===== src/smr_map.svh =====
`ifndef SMR_MAP_SVH
`define SMR_MAP_SVH
// Cycles from wake to the end of the recovery sequence
`define SMR_RECOV_CYCLES   8'h10
// Recovery counter reset value
`define SMR_RECOV_ZERO     8'h00
// Watchdog oscillator tick divider, terminal count
`define SMR_WDOG_DIV_LAST  8'h0F
`define SMR_WDOG_DIV_ZERO  8'h00
// Watchdog terminal count in oscillator ticks
`define SMR_WDOG_LIMIT     16'h0FFF
`define SMR_WDOG_ZERO      16'h0000
// Reset pin function encodings
`define SMR_PINFUNC_RESET  2'h0
`endif


===== src/smr_pkg.sv =====
`default_nettype none
package smr_pkg;
   // Power state of the core
   typedef enum logic [1:0] {
      SMR_RUN,
      SMR_STOP,
      SMR_RECOVER,
      SMR_HUNG
   } smr_state_t;

   // Watchdog controls handed to the counter
   typedef struct packed {
      logic enable;
      logic oscOn;
      logic refresh;
   } smr_wdog_ctl_t;
endpackage : smr_pkg
`default_nettype wire


===== src/smr_wdog.sv =====
`default_nettype none
`include "smr_map.svh"
module smr_wdog (
   // Clock and reset
   input  wire logic               clk_sys,
   input  wire logic               reset,
   // Control
   input  wire smr_pkg::smr_wdog_ctl_t ctl,
   // Status
   output var  logic               timeout_q
);
   logic [7:0]  divCnt_q;
   logic        tick_q;
   logic [15:0] count_q;

   // Oscillator tick, one cycle wide, only while the oscillator runs
   always_ff @(posedge clk_sys) begin
      if (reset || !ctl.oscOn) begin
         divCnt_q <= `SMR_WDOG_DIV_ZERO;
         tick_q   <= 1'b0;
      end else if (divCnt_q == `SMR_WDOG_DIV_LAST) begin
         divCnt_q <= `SMR_WDOG_DIV_ZERO;
         tick_q   <= 1'b1;
      end else begin
         divCnt_q <= divCnt_q + 8'h01;
         tick_q   <= 1'b0;
      end
   end

   // Count ticks while enabled; refresh restarts the count
   always_ff @(posedge clk_sys) begin
      if (reset || !ctl.enable || ctl.refresh) begin
         count_q   <= `SMR_WDOG_ZERO;
         timeout_q <= 1'b0;
      end else if (tick_q && count_q == `SMR_WDOG_LIMIT) begin
         count_q   <= `SMR_WDOG_ZERO;
         timeout_q <= 1'b1;
      end else begin
         if (tick_q) begin
            count_q <= count_q + 16'h0001;
         end
         timeout_q <= 1'b0;
      end
   end
endmodule // smr_wdog
`default_nettype wire


===== src/smr_recovery.sv =====
`default_nettype none
`include "smr_map.svh"
// What this block does
// An interrupt that wakes the core from stop has its pending request discarded.
// The watchdog keeps its enable through recovery instead of being switched off.
// With the always-on option set the watchdog stays enabled across recovery.
// Software must switch the watchdog oscillator off itself after stop.
// Software should switch the watchdog oscillator back on before the next stop.
// After reset the dedicated reset pin is set to its reset function.
// With the reset pin on another function, stop recovery does not complete.
// Software must restore the reset pin function before commanding stop.
module smr_recovery (
   // Clock and reset
   input  wire logic       clk_sys,
   input  wire logic       reset,
   // Core requests, one-cycle pulses on clk_sys
   input  wire logic       stopReq,
   input  wire logic       irqAck,
   input  wire logic       watchdogEnableReq,
   input  wire logic       watchdogRefresh,
   input  wire logic       watchdogOscOffReq,
   input  wire logic       watchdogOscOnReq,
   input  wire logic       pinFuncWrite,
   input  wire logic [1:0] pinFuncData,
   // Option bit, level
   input  wire logic       watchdog_always_on_option,
   // Wake interrupt pin, asynchronous
   input  wire logic       wakeIrqPin,
   // Status
   output var  logic       stopMode_q,
   output var  logic       recoveryDone_q,
   output var  logic       recoveryFail_q,
   output var  logic       irqPending_q,
   output var  logic       watchdogEn_q,
   output var  logic       watchdogOscOn_q,
   output var  logic       watchdogTimeout_q,
   output var  logic       resetPinIsReset_q
);
   smr_pkg::smr_state_t    state_q;
   logic                   wakeSync1_q;
   logic                   wakeSync2_q;
   logic                   wakeLast_q;
   logic                   wakeEdge;
   logic                   recovLast;
   logic                   pinIsReset;
   logic [7:0]             recovCnt_q;
   logic [1:0]             pinFunc_q;
   logic                   wdogTimeout;
   smr_pkg::smr_wdog_ctl_t wdogCtl;

   // Two-flop synchroniser, then edge history from the second stage
   always_ff @(posedge clk_sys) begin
      if (reset) begin
         wakeSync1_q <= 1'b0;
         wakeSync2_q <= 1'b0;
         wakeLast_q  <= 1'b0;
      end else begin
         wakeSync1_q <= wakeIrqPin;
         wakeSync2_q <= wakeSync1_q;
         wakeLast_q  <= wakeSync2_q;
      end
   end

   assign wakeEdge = wakeSync2_q && !wakeLast_q;

   // Decodes shared by the sequencer and the status flags
   assign recovLast  = (recovCnt_q == `SMR_RECOV_CYCLES - 8'h01);
   assign pinIsReset = (pinFunc_q == `SMR_PINFUNC_RESET);

   // Reset pin function, software may reassign it
   always_ff @(posedge clk_sys) begin
      if (reset) begin
         pinFunc_q <= `SMR_PINFUNC_RESET;
      end else if (pinFuncWrite) begin
         pinFunc_q <= pinFuncData;
      end
   end

   // Stop, recovery and hang sequencing
   always_ff @(posedge clk_sys) begin
      if (reset) begin
         state_q    <= smr_pkg::SMR_RUN;
         recovCnt_q <= `SMR_RECOV_ZERO;
      end else begin
         case (state_q)
            smr_pkg::SMR_RUN: begin
               if (stopReq) begin
                  state_q <= smr_pkg::SMR_STOP;
               end
            end
            smr_pkg::SMR_STOP: begin
               if (wakeEdge) begin
                  recovCnt_q <= `SMR_RECOV_ZERO;
                  if (pinIsReset) begin
                     state_q <= smr_pkg::SMR_RECOVER;
                  end else begin
                     state_q <= smr_pkg::SMR_HUNG;
                  end
               end
            end
            smr_pkg::SMR_RECOVER: begin
               if (recovLast) begin
                  state_q <= smr_pkg::SMR_RUN;
               end else begin
                  recovCnt_q <= recovCnt_q + 8'h01;
               end
            end
            smr_pkg::SMR_HUNG: begin
               state_q <= smr_pkg::SMR_HUNG;
            end
            default: begin
               state_q <= smr_pkg::SMR_RUN;
            end
         endcase
      end
   end

   // Stop status: high in stop and hung, low while recovering
   always_ff @(posedge clk_sys) begin
      if (reset) begin
         stopMode_q <= 1'b0;
      end else if (state_q == smr_pkg::SMR_RUN) begin
         stopMode_q <= stopReq;
      end else begin
         stopMode_q <= (state_q != smr_pkg::SMR_RECOVER);
      end
   end

   // One-cycle pulse in the cycle after the last recovery cycle
   always_ff @(posedge clk_sys) begin
      if (reset) begin
         recoveryDone_q <= 1'b0;
      end else begin
         recoveryDone_q <= (state_q == smr_pkg::SMR_RECOVER) && recovLast;
      end
   end

   // Failure flag: set by a wake with the pin reassigned, held until reset
   always_ff @(posedge clk_sys) begin
      if (reset) begin
         recoveryFail_q <= 1'b0;
      end else if (state_q == smr_pkg::SMR_HUNG) begin
         recoveryFail_q <= 1'b1;
      end else if ((state_q == smr_pkg::SMR_STOP) && wakeEdge && !pinIsReset) begin
         recoveryFail_q <= 1'b1;
      end else begin
         recoveryFail_q <= 1'b0;
      end
   end

   // Pin function status
   always_ff @(posedge clk_sys) begin
      if (reset) begin
         resetPinIsReset_q <= 1'b1;
      end else begin
         resetPinIsReset_q <= pinIsReset;
      end
   end

   // Pending interrupt: edges in run set and win over ack; edges in stop, recovery and hang are discarded
   always_ff @(posedge clk_sys) begin
      if (reset) begin
         irqPending_q <= 1'b0;
      end else if (state_q == smr_pkg::SMR_STOP) begin
         irqPending_q <= 1'b0;
      end else if (state_q == smr_pkg::SMR_RECOVER) begin
         irqPending_q <= 1'b0;
      end else if (wakeEdge && state_q == smr_pkg::SMR_RUN) begin
         irqPending_q <= 1'b1;
      end else if (irqAck) begin
         irqPending_q <= 1'b0;
      end
   end

   // Watchdog enable survives recovery; option forces it on
   always_ff @(posedge clk_sys) begin
      if (reset) begin
         watchdogEn_q <= 1'b0;
      end else if (watchdog_always_on_option) begin
         watchdogEn_q <= 1'b1;
      end else if (watchdogEnableReq) begin
         watchdogEn_q <= 1'b1;
      end else begin
         watchdogEn_q <= watchdogEn_q;
      end
   end

   // Oscillator control is left to software around stop
   always_ff @(posedge clk_sys) begin
      if (reset) begin
         watchdogOscOn_q <= 1'b1;
      end else if (watchdogOscOnReq) begin
         watchdogOscOn_q <= 1'b1;
      end else if (watchdogOscOffReq) begin
         watchdogOscOn_q <= 1'b0;
      end
   end

   assign wdogCtl.enable  = watchdogEn_q;
   assign wdogCtl.oscOn   = watchdogOscOn_q;
   assign wdogCtl.refresh = watchdogRefresh;

   smr_wdog uWdog (
      .clk_sys   (clk_sys),
      .reset     (reset),
      .ctl       (wdogCtl),
      .timeout_q (wdogTimeout)
   );

   // Registered timeout output
   always_ff @(posedge clk_sys) begin
      if (reset) begin
         watchdogTimeout_q <= 1'b0;
      end else begin
         watchdogTimeout_q <= wdogTimeout;
      end
   end
endmodule // smr_recovery
`default_nettype wire


===== config.mk =====
export PLATFORM = sky130hd
export DESIGN_NAME = smr_recovery
export DESIGN_NICKNAME = d
export VERILOG_FILES = /design/src/smr_pkg.sv /design/src/smr_wdog.sv /design/src/smr_recovery.sv
export VERILOG_INCLUDE_DIRS = /design/src
export SDC_FILE = /design/constraint.sdc
export NUM_CORES = 1
export LEC_CHECK = 0
export BUFFER_PORTS_ARGS = -buffer_cell sky130_fd_sc_hd__buf_2
export CORE_UTILIZATION = 57
export CTS_CLUSTER_DIAMETER = 50
export DETAILED_ROUTE_END_ITERATION = 16
export MAX_ROUTING_LAYER = met4
export PLACE_DENSITY_LB_ADDON = 0.2
export SYNTH_ARGS = -nofsm -noshare
export SYNTH_HDL_FRONTEND = slang
export SYNTH_SLANG_ARGS = --single-unit

===== constraint.sdc =====
create_clock -name clk_sys -period 2.15 [get_ports clk_sys]
set_clock_uncertainty 0.05 [all_clocks]
set_input_delay 0.1075 -clock clk_sys [delete_from_list [all_inputs] [get_ports clk_sys]]
set_output_delay 0.1075 -clock clk_sys [all_outputs]
set_load 0.01 [all_outputs]

# == Word-level counts from Yosys, hierarchy flattened ==
# Cells that the tools add are included.
# classes
add_sub_neg,3
mul,0
div,0
order_cmp,0
eq_ne,11
n_shift,0
n_mux,17
bitwise,0
reduce_logical,24
# op_table
op,count
"adder 16 x 1 -> 16 bit, second input constant",1
"adder 8 x 1 -> 8 bit, second input constant",2
"equality test 16 x 12 -> 1 bit, second input constant",1
"equality test 8 x 4 -> 1 bit, second input constant",2
two-way mux 8 bit,2
one-hot mux 8 bit (2 select lines),1
two-way mux 1 bit,10
"inequality test 2 bit, second input constant",5
one-hot mux 2 bit (4 select lines),1
logical AND 1 bit,6
two-way mux 2 bit,3
AND reduction 3 bit,2
nonzero test 2 bit,3
OR reduction 2 bit,3
"equality test 2 bit, second input constant",2
logical NOT 1 bit,4
logical NOT 2 bit,2
logical OR 1 bit,3
OR reduction 3 bit,1
"equality test 2 x 1 -> 1 bit, second input constant",1
# word_totals
reg_bits,49
latchBits,0
mem_bits_rw,0
rom_bits,0
out_inout_bits,8
elab_cells,73
n_memories,0

# == Depth between registers and ports, before layout ==
# depth
depth_word,6
ltp_mapped,6
mapped_depth_nobuf,5

# == Hierarchy ==
# Synthesis repeated with hierarchy kept, for this count alone.
# unflattened
hier_cells,220
area_unflattened_um2,2070.7
# by_module_without_submodules
module,instances,cells_per_inst,area_each_um2,seq_area_each_um2
smr_wdog,1,120,1127.3,520.5
smr_recovery,1,100,943.4,460.4

# == Least setup slack after synthesis ==
# No wires, ideal clock.
# synth_path
path_kind,reg2reg
startpoint,register uWdog.count_q[0]
endpoint,register uWdog.count_q[14]
setup_time_ps,74
t_arrival_ps,1715
t_required_ps,2026
slack_ps,311
path_stages_with_launch,6
period_less_slack_ps,1839
path_cell_list,dfxtp_1 ha_1 nand2_1 or4_4 or4_1 o21ai_0
# synth_between
elab_chain_len,3
word_cells_on_any_way,4
cone_classes,1 x add/sub; 1 x eq/ne; 2 x reduce/logical
# synth_rtl
element,line_no,source
"start, declared",smr_wdog.sv:14,logic [15:0] count_q;
"start signal, assigned",smr_wdog.sv:33,count_q <= `SMR_WDOG_ZERO;
"start signal, assigned",smr_wdog.sv:36,count_q <= `SMR_WDOG_ZERO;
"start signal, assigned",smr_wdog.sv:40,count_q <= count_q + 16'h0001;
branches (longest 3 deep; another with adder 16 x 1 -> 16 bit),n/a,
# Several ways; the timed one is not identified.
# A chain may end at the register's enable or synchronous reset.

# == Worst setup path in the final report ==
# Ends and elaborated chain as after synthesis.

==> results.py <==
metrics = {
    "final_layout": {
        "multi_input_area_um2": 982,
        "drive_gt1_share_pct": 13.6,
        "post-route-util_pct": 70.9,
        "regArea_um2": 981,
        "nets": 273,
        "area_growth_pct": 18.2,
        "num_antenna_cells": 0,
        "nFillCells": 300,
    },
    "logic_synthesis": {
        "ys_seq_area_share_pct": 48.6,
        "synthCells": 224,
        "synth_top_family_by_area": "simple AND/OR/NAND/NOR gates",
        "post_synth_instance_area_um2": 2020,
        "ys_types": 37,
        "ys_seq_elements": 49,
        "muxShareOfSynthArea_pct": 2.48,
        "synth-xor-area-share_pct": 8.68,
        "syn_nets": 240,
        "avgSynthCellArea_um2": 9.01,
        "synth_compound_area_share_pct": 8.00,
        "synth-warning-count": 0,
        "yosys.area_share.simple_pct": 27.7,
        "synthAdderAreaFrac_pct": 1.86,
    },
    "worst_setup_path": {
        "required_ps": 2400,
        "criticalPathCategory": "reg -> reg",
        "worst_r2r_path_depth": 5,
        "cp.arrival_ps": 2210,
        "endpoint": "uWdog.count_q[14]",
        "cp_max_fo": 5,
        "critPathCaptureType": "register",
        "rr_endpoint": "uWdog.count_q[14]",
        "rrSetupSlack_ps": 190,
        "rr_startpoint": "uWdog.count_q[0]",
        "setup.worst_path.start": "uWdog.count_q[0]",
        "startpoint_type": "register",
    },
    "drt": {
        "drc": 0,
        "wl_um": 3440,
        "via_per_inst": 5.15,
        "num_vias": 1565,
        "ant_nets": 0,
        "firstDrtPassIters": 4,
        "drt_iter0_markers": 112,
        "wire_per_inst_um": 11.3,
    },
    "global_route": {
        "grt_usage_pct": 20.5,
        "grt_max_degree": 19,
        "grt_pass1_wl_um": 5400,
        "grt_pass1_vias": 1322,
        "antenna_found_initial": 0,
        "globalRouteOverflowTotal": 0,
    },
    "cts": {
        "tritoncts": "done",
        "hold_buffers": 12,
        "post_cts_buffers": 0,
        "clock_path_buffers": 2,
        "htreeDepth": 2,
        "cts_num_sinks": 49,
        "cts_buffers": 5,
        "ctsResizeCount": 0,
        "root_buffer": "clkbuf_4",
        "clkSlewWorstSetupHoldPaths_ps": 140,
        "insertion_delay_ps": 360,
    },
    "die": {
        "io_pins": 21,
        "coreArea_um2": 3360,
        "fp.dieW_um": 61.5,
        "dieArea_um2": 3780,
        "start_util_pct": 60.0,
        "die_h_um": 61.5,
        "rows": 21,
    },
    "power": {
        "p_per_area_nw_per_um2": 700,
        "p_leak_nw": 0.913,
        "irDropWorstVdd_mv": 0.595,
    },
    "sta": {
        "setup_viol": 0,
        "rsz0062_at_grt": "false",
        "min_period_over_period_pct": 91.1,
        "hold_violations": 0,
        "worst_pin_slew_ps": 460,
        "fmax_mhz": 510,
        "worst_slack_ps": 190,
        "drv_slew": 0,
        "hold_slack_ps": 59.5,
        "slew-limit-headroom_pct": 68.9,
        "period_minus_slack_ps": 1960,
        "finalSetupTns_ps": 0,
    },
    "placed_design": {
        "pre_cts_slack_ps": 213,
        "hpwl_um": 2220,
        "io_buffer_count": 20,
        "place.gp.congestion": 0.830,
    },
    "run_status": {
        "status": "complete, no violations",
    },
    "job": {
        "drv_cap": 0,
    },
    "min_path": {
        "hold_class": "in -> reg",
    },
}
## stage by stage
stage               instances  cell area (um^2)  power (W)
finish                    304              2380    0.00167
global route              304              2380    0.00174
CTS                       304              2380    0.00168
detailed placement        284              2160    0.00103
global placement          284              2160    0.00103
floorplan                 224              2020    0.00100
## report_power, final
group | switching (W) | internal [W] | leakage (nW)
registers | 0.0000128 | 0.000925 | 0.398
logic | 0.0000412 | 0.0000473 | 0.460
clock network | 0.000282 | 0.000360 | 0.0552
total | 0.000336 | 0.00133 | 0.913
## how the worst min path moves through the flow
stage,start,endpoint,slack [ps],cells after the start
3_3_place_gp,watchdogOscOffReq,watchdogOscOn_q,250,2
6_report,reset,pinFunc_q[1],60,2
2_1_floorplan,watchdogOscOnReq,watchdogOscOn_q,150,2
4_1_cts,reset,wakeSync2_q,50,2
5_1_grt,reset,watchdogEn_q,40,2
3_5_place_dp,watchdogOscOnReq,watchdogOscOn_q,260,3
## cells in the mapped netlist
cell type / number / area share (%)
nand2_1: 19 / 3.5
a211o_1: 1 / 0.43
a21o_1: 2 / 0.74
a31oi_1: 3 / 0.93
buf_2: 2 / 0.50
ha_1: 3 / 1.9
or3_1: 2 / 0.62
a21oi_1: 8 / 2.0
nor4_1: 4 / 1.2
dfxtp_1: 49 / 49
clkbuf_1: 7 / 1.3
nor2_1: 34 / 6.3
nand2b_1: 5 / 1.5
nor2b_1: 9 / 2.8
xnor2_1: 12 / 5.2
nand4_4: 1 / 1.1
and3_1: 3 / 0.93
o21ai_2: 1 / 0.43
inv_1: 5 / 0.93
o21ai_0: 5 / 1.2
nand3_1: 8 / 2.0
o2111a_1: 1 / 0.56
mux2i_1: 5 / 2.5
o31a_1: 1 / 0.43
or4_4: 1 / 0.56
nand4_1: 7 / 2.2
a211oi_1: 1 / 0.37
nor3_1: 6 / 1.5
xor2_1: 8 / 3.5
o31ai_1: 1 / 0.37
and2_1: 1 / 0.31
or2_2: 1 / 0.31
or4_1: 2 / 0.74
and4_1: 1 / 0.43
nor4bb_1: 1 / 0.50
a32o_1: 1 / 0.50
nor3b_1: 3 / 1.1
## critical path, stage by stage, from the launching register on
cell and delay, ps:
dfxtp_1 430, ha_1 220, nand2_1 100, or4_4 560, or4_1 470, o21ai_0 80
## layout by cell type, fill, tap and decap left out, drive strengths merged, types with 2 or more instances in the layout
| cell | synthesis | layout |
|---|---|---|
| nand2 | 19 | 19 |
| nor2 | 34 | 34 |
| nand4 | 8 | 8 |
| buf | 2 | 23 |
| nor3b | 3 | 3 |
| or4 | 3 | 3 |
| o21ai | 6 | 6 |
| nor2b | 9 | 9 |
| dfxtp | 49 | 49 |
| a21oi | 8 | 8 |
| a21o | 2 | 2 |
| a31oi | 3 | 3 |
| dlygate4sd3 | 0 | 12 |
| and3 | 3 | 3 |
| xnor2 | 12 | 12 |
| nor3 | 6 | 6 |
| bufinv | 0 | 2 |
| nand3 | 8 | 8 |
| or3 | 2 | 2 |
| nand2b | 5 | 5 |
| mux2i | 5 | 5 |
| clkbuf | 7 | 5 |
| ha | 3 | 3 |
| nor4 | 4 | 4 |
| xor2 | 8 | 8 |
| inv | 5 | 5 |
## logic make-up (layout without fill, tap and decap cells)
| kind of cell | after synthesis | in the layout |
|---|---|---|
| compound gates | 25 | 25 |
| xor+xnor | 20 | 20 |
| fa+ha+maj | 3 | 3 |
| buf+inv | 14 | 48 |
| flops | 49 | 49 |
| mux | 5 | 5 |
| simple gates | 108 | 108 |
## layer usage
| layer | global-route usage, % | part of all wire, % | up-vias |
|---|---|---|---|
| met4 | 9.21 | 1.7 | 0 |
| li1 | - | - | 834 |
| met5 | - | 0 | - |
| met3 | 7.14 | 3.0 | 8 |
| met2 | 32.4 | 47 | 23 |
| met1 | 23.3 | 48 | 700 |
## sequential cells by signal, summed over array words and instances (netlist names)
| register | flops |
|---|---|
| irqPending_q | 1 |
| pinFunc_q | 2 |
| recovCnt_q | 8 |
| recoveryDone_q | 1 |
| recoveryFail_q | 1 |
| resetPinIsReset_q | 1 |
| state_q | 2 |
| stopMode_q | 1 |
| uWdog.count_q | 16 |
| uWdog.divCnt_q | 8 |
| uWdog.tick_q | 1 |
| uWdog.timeout_q | 1 |
| wakeLast_q | 1 |
| wakeSync1_q | 1 |
| wakeSync2_q | 1 |
| watchdogEn_q | 1 |
| watchdogOscOn_q | 1 |
| watchdogTimeout_q | 1 |
## cell type report
type	count	share of cell area, %
flip-flops and latches	49	41.1
multi-input cells	161	41.2
clock buffers	5	1.57
repair buffers	35	10.2
well taps	46	2.41
clock inverters	3	2.73
inverters	5	0.787
Power figures use the tool's default switching activity.
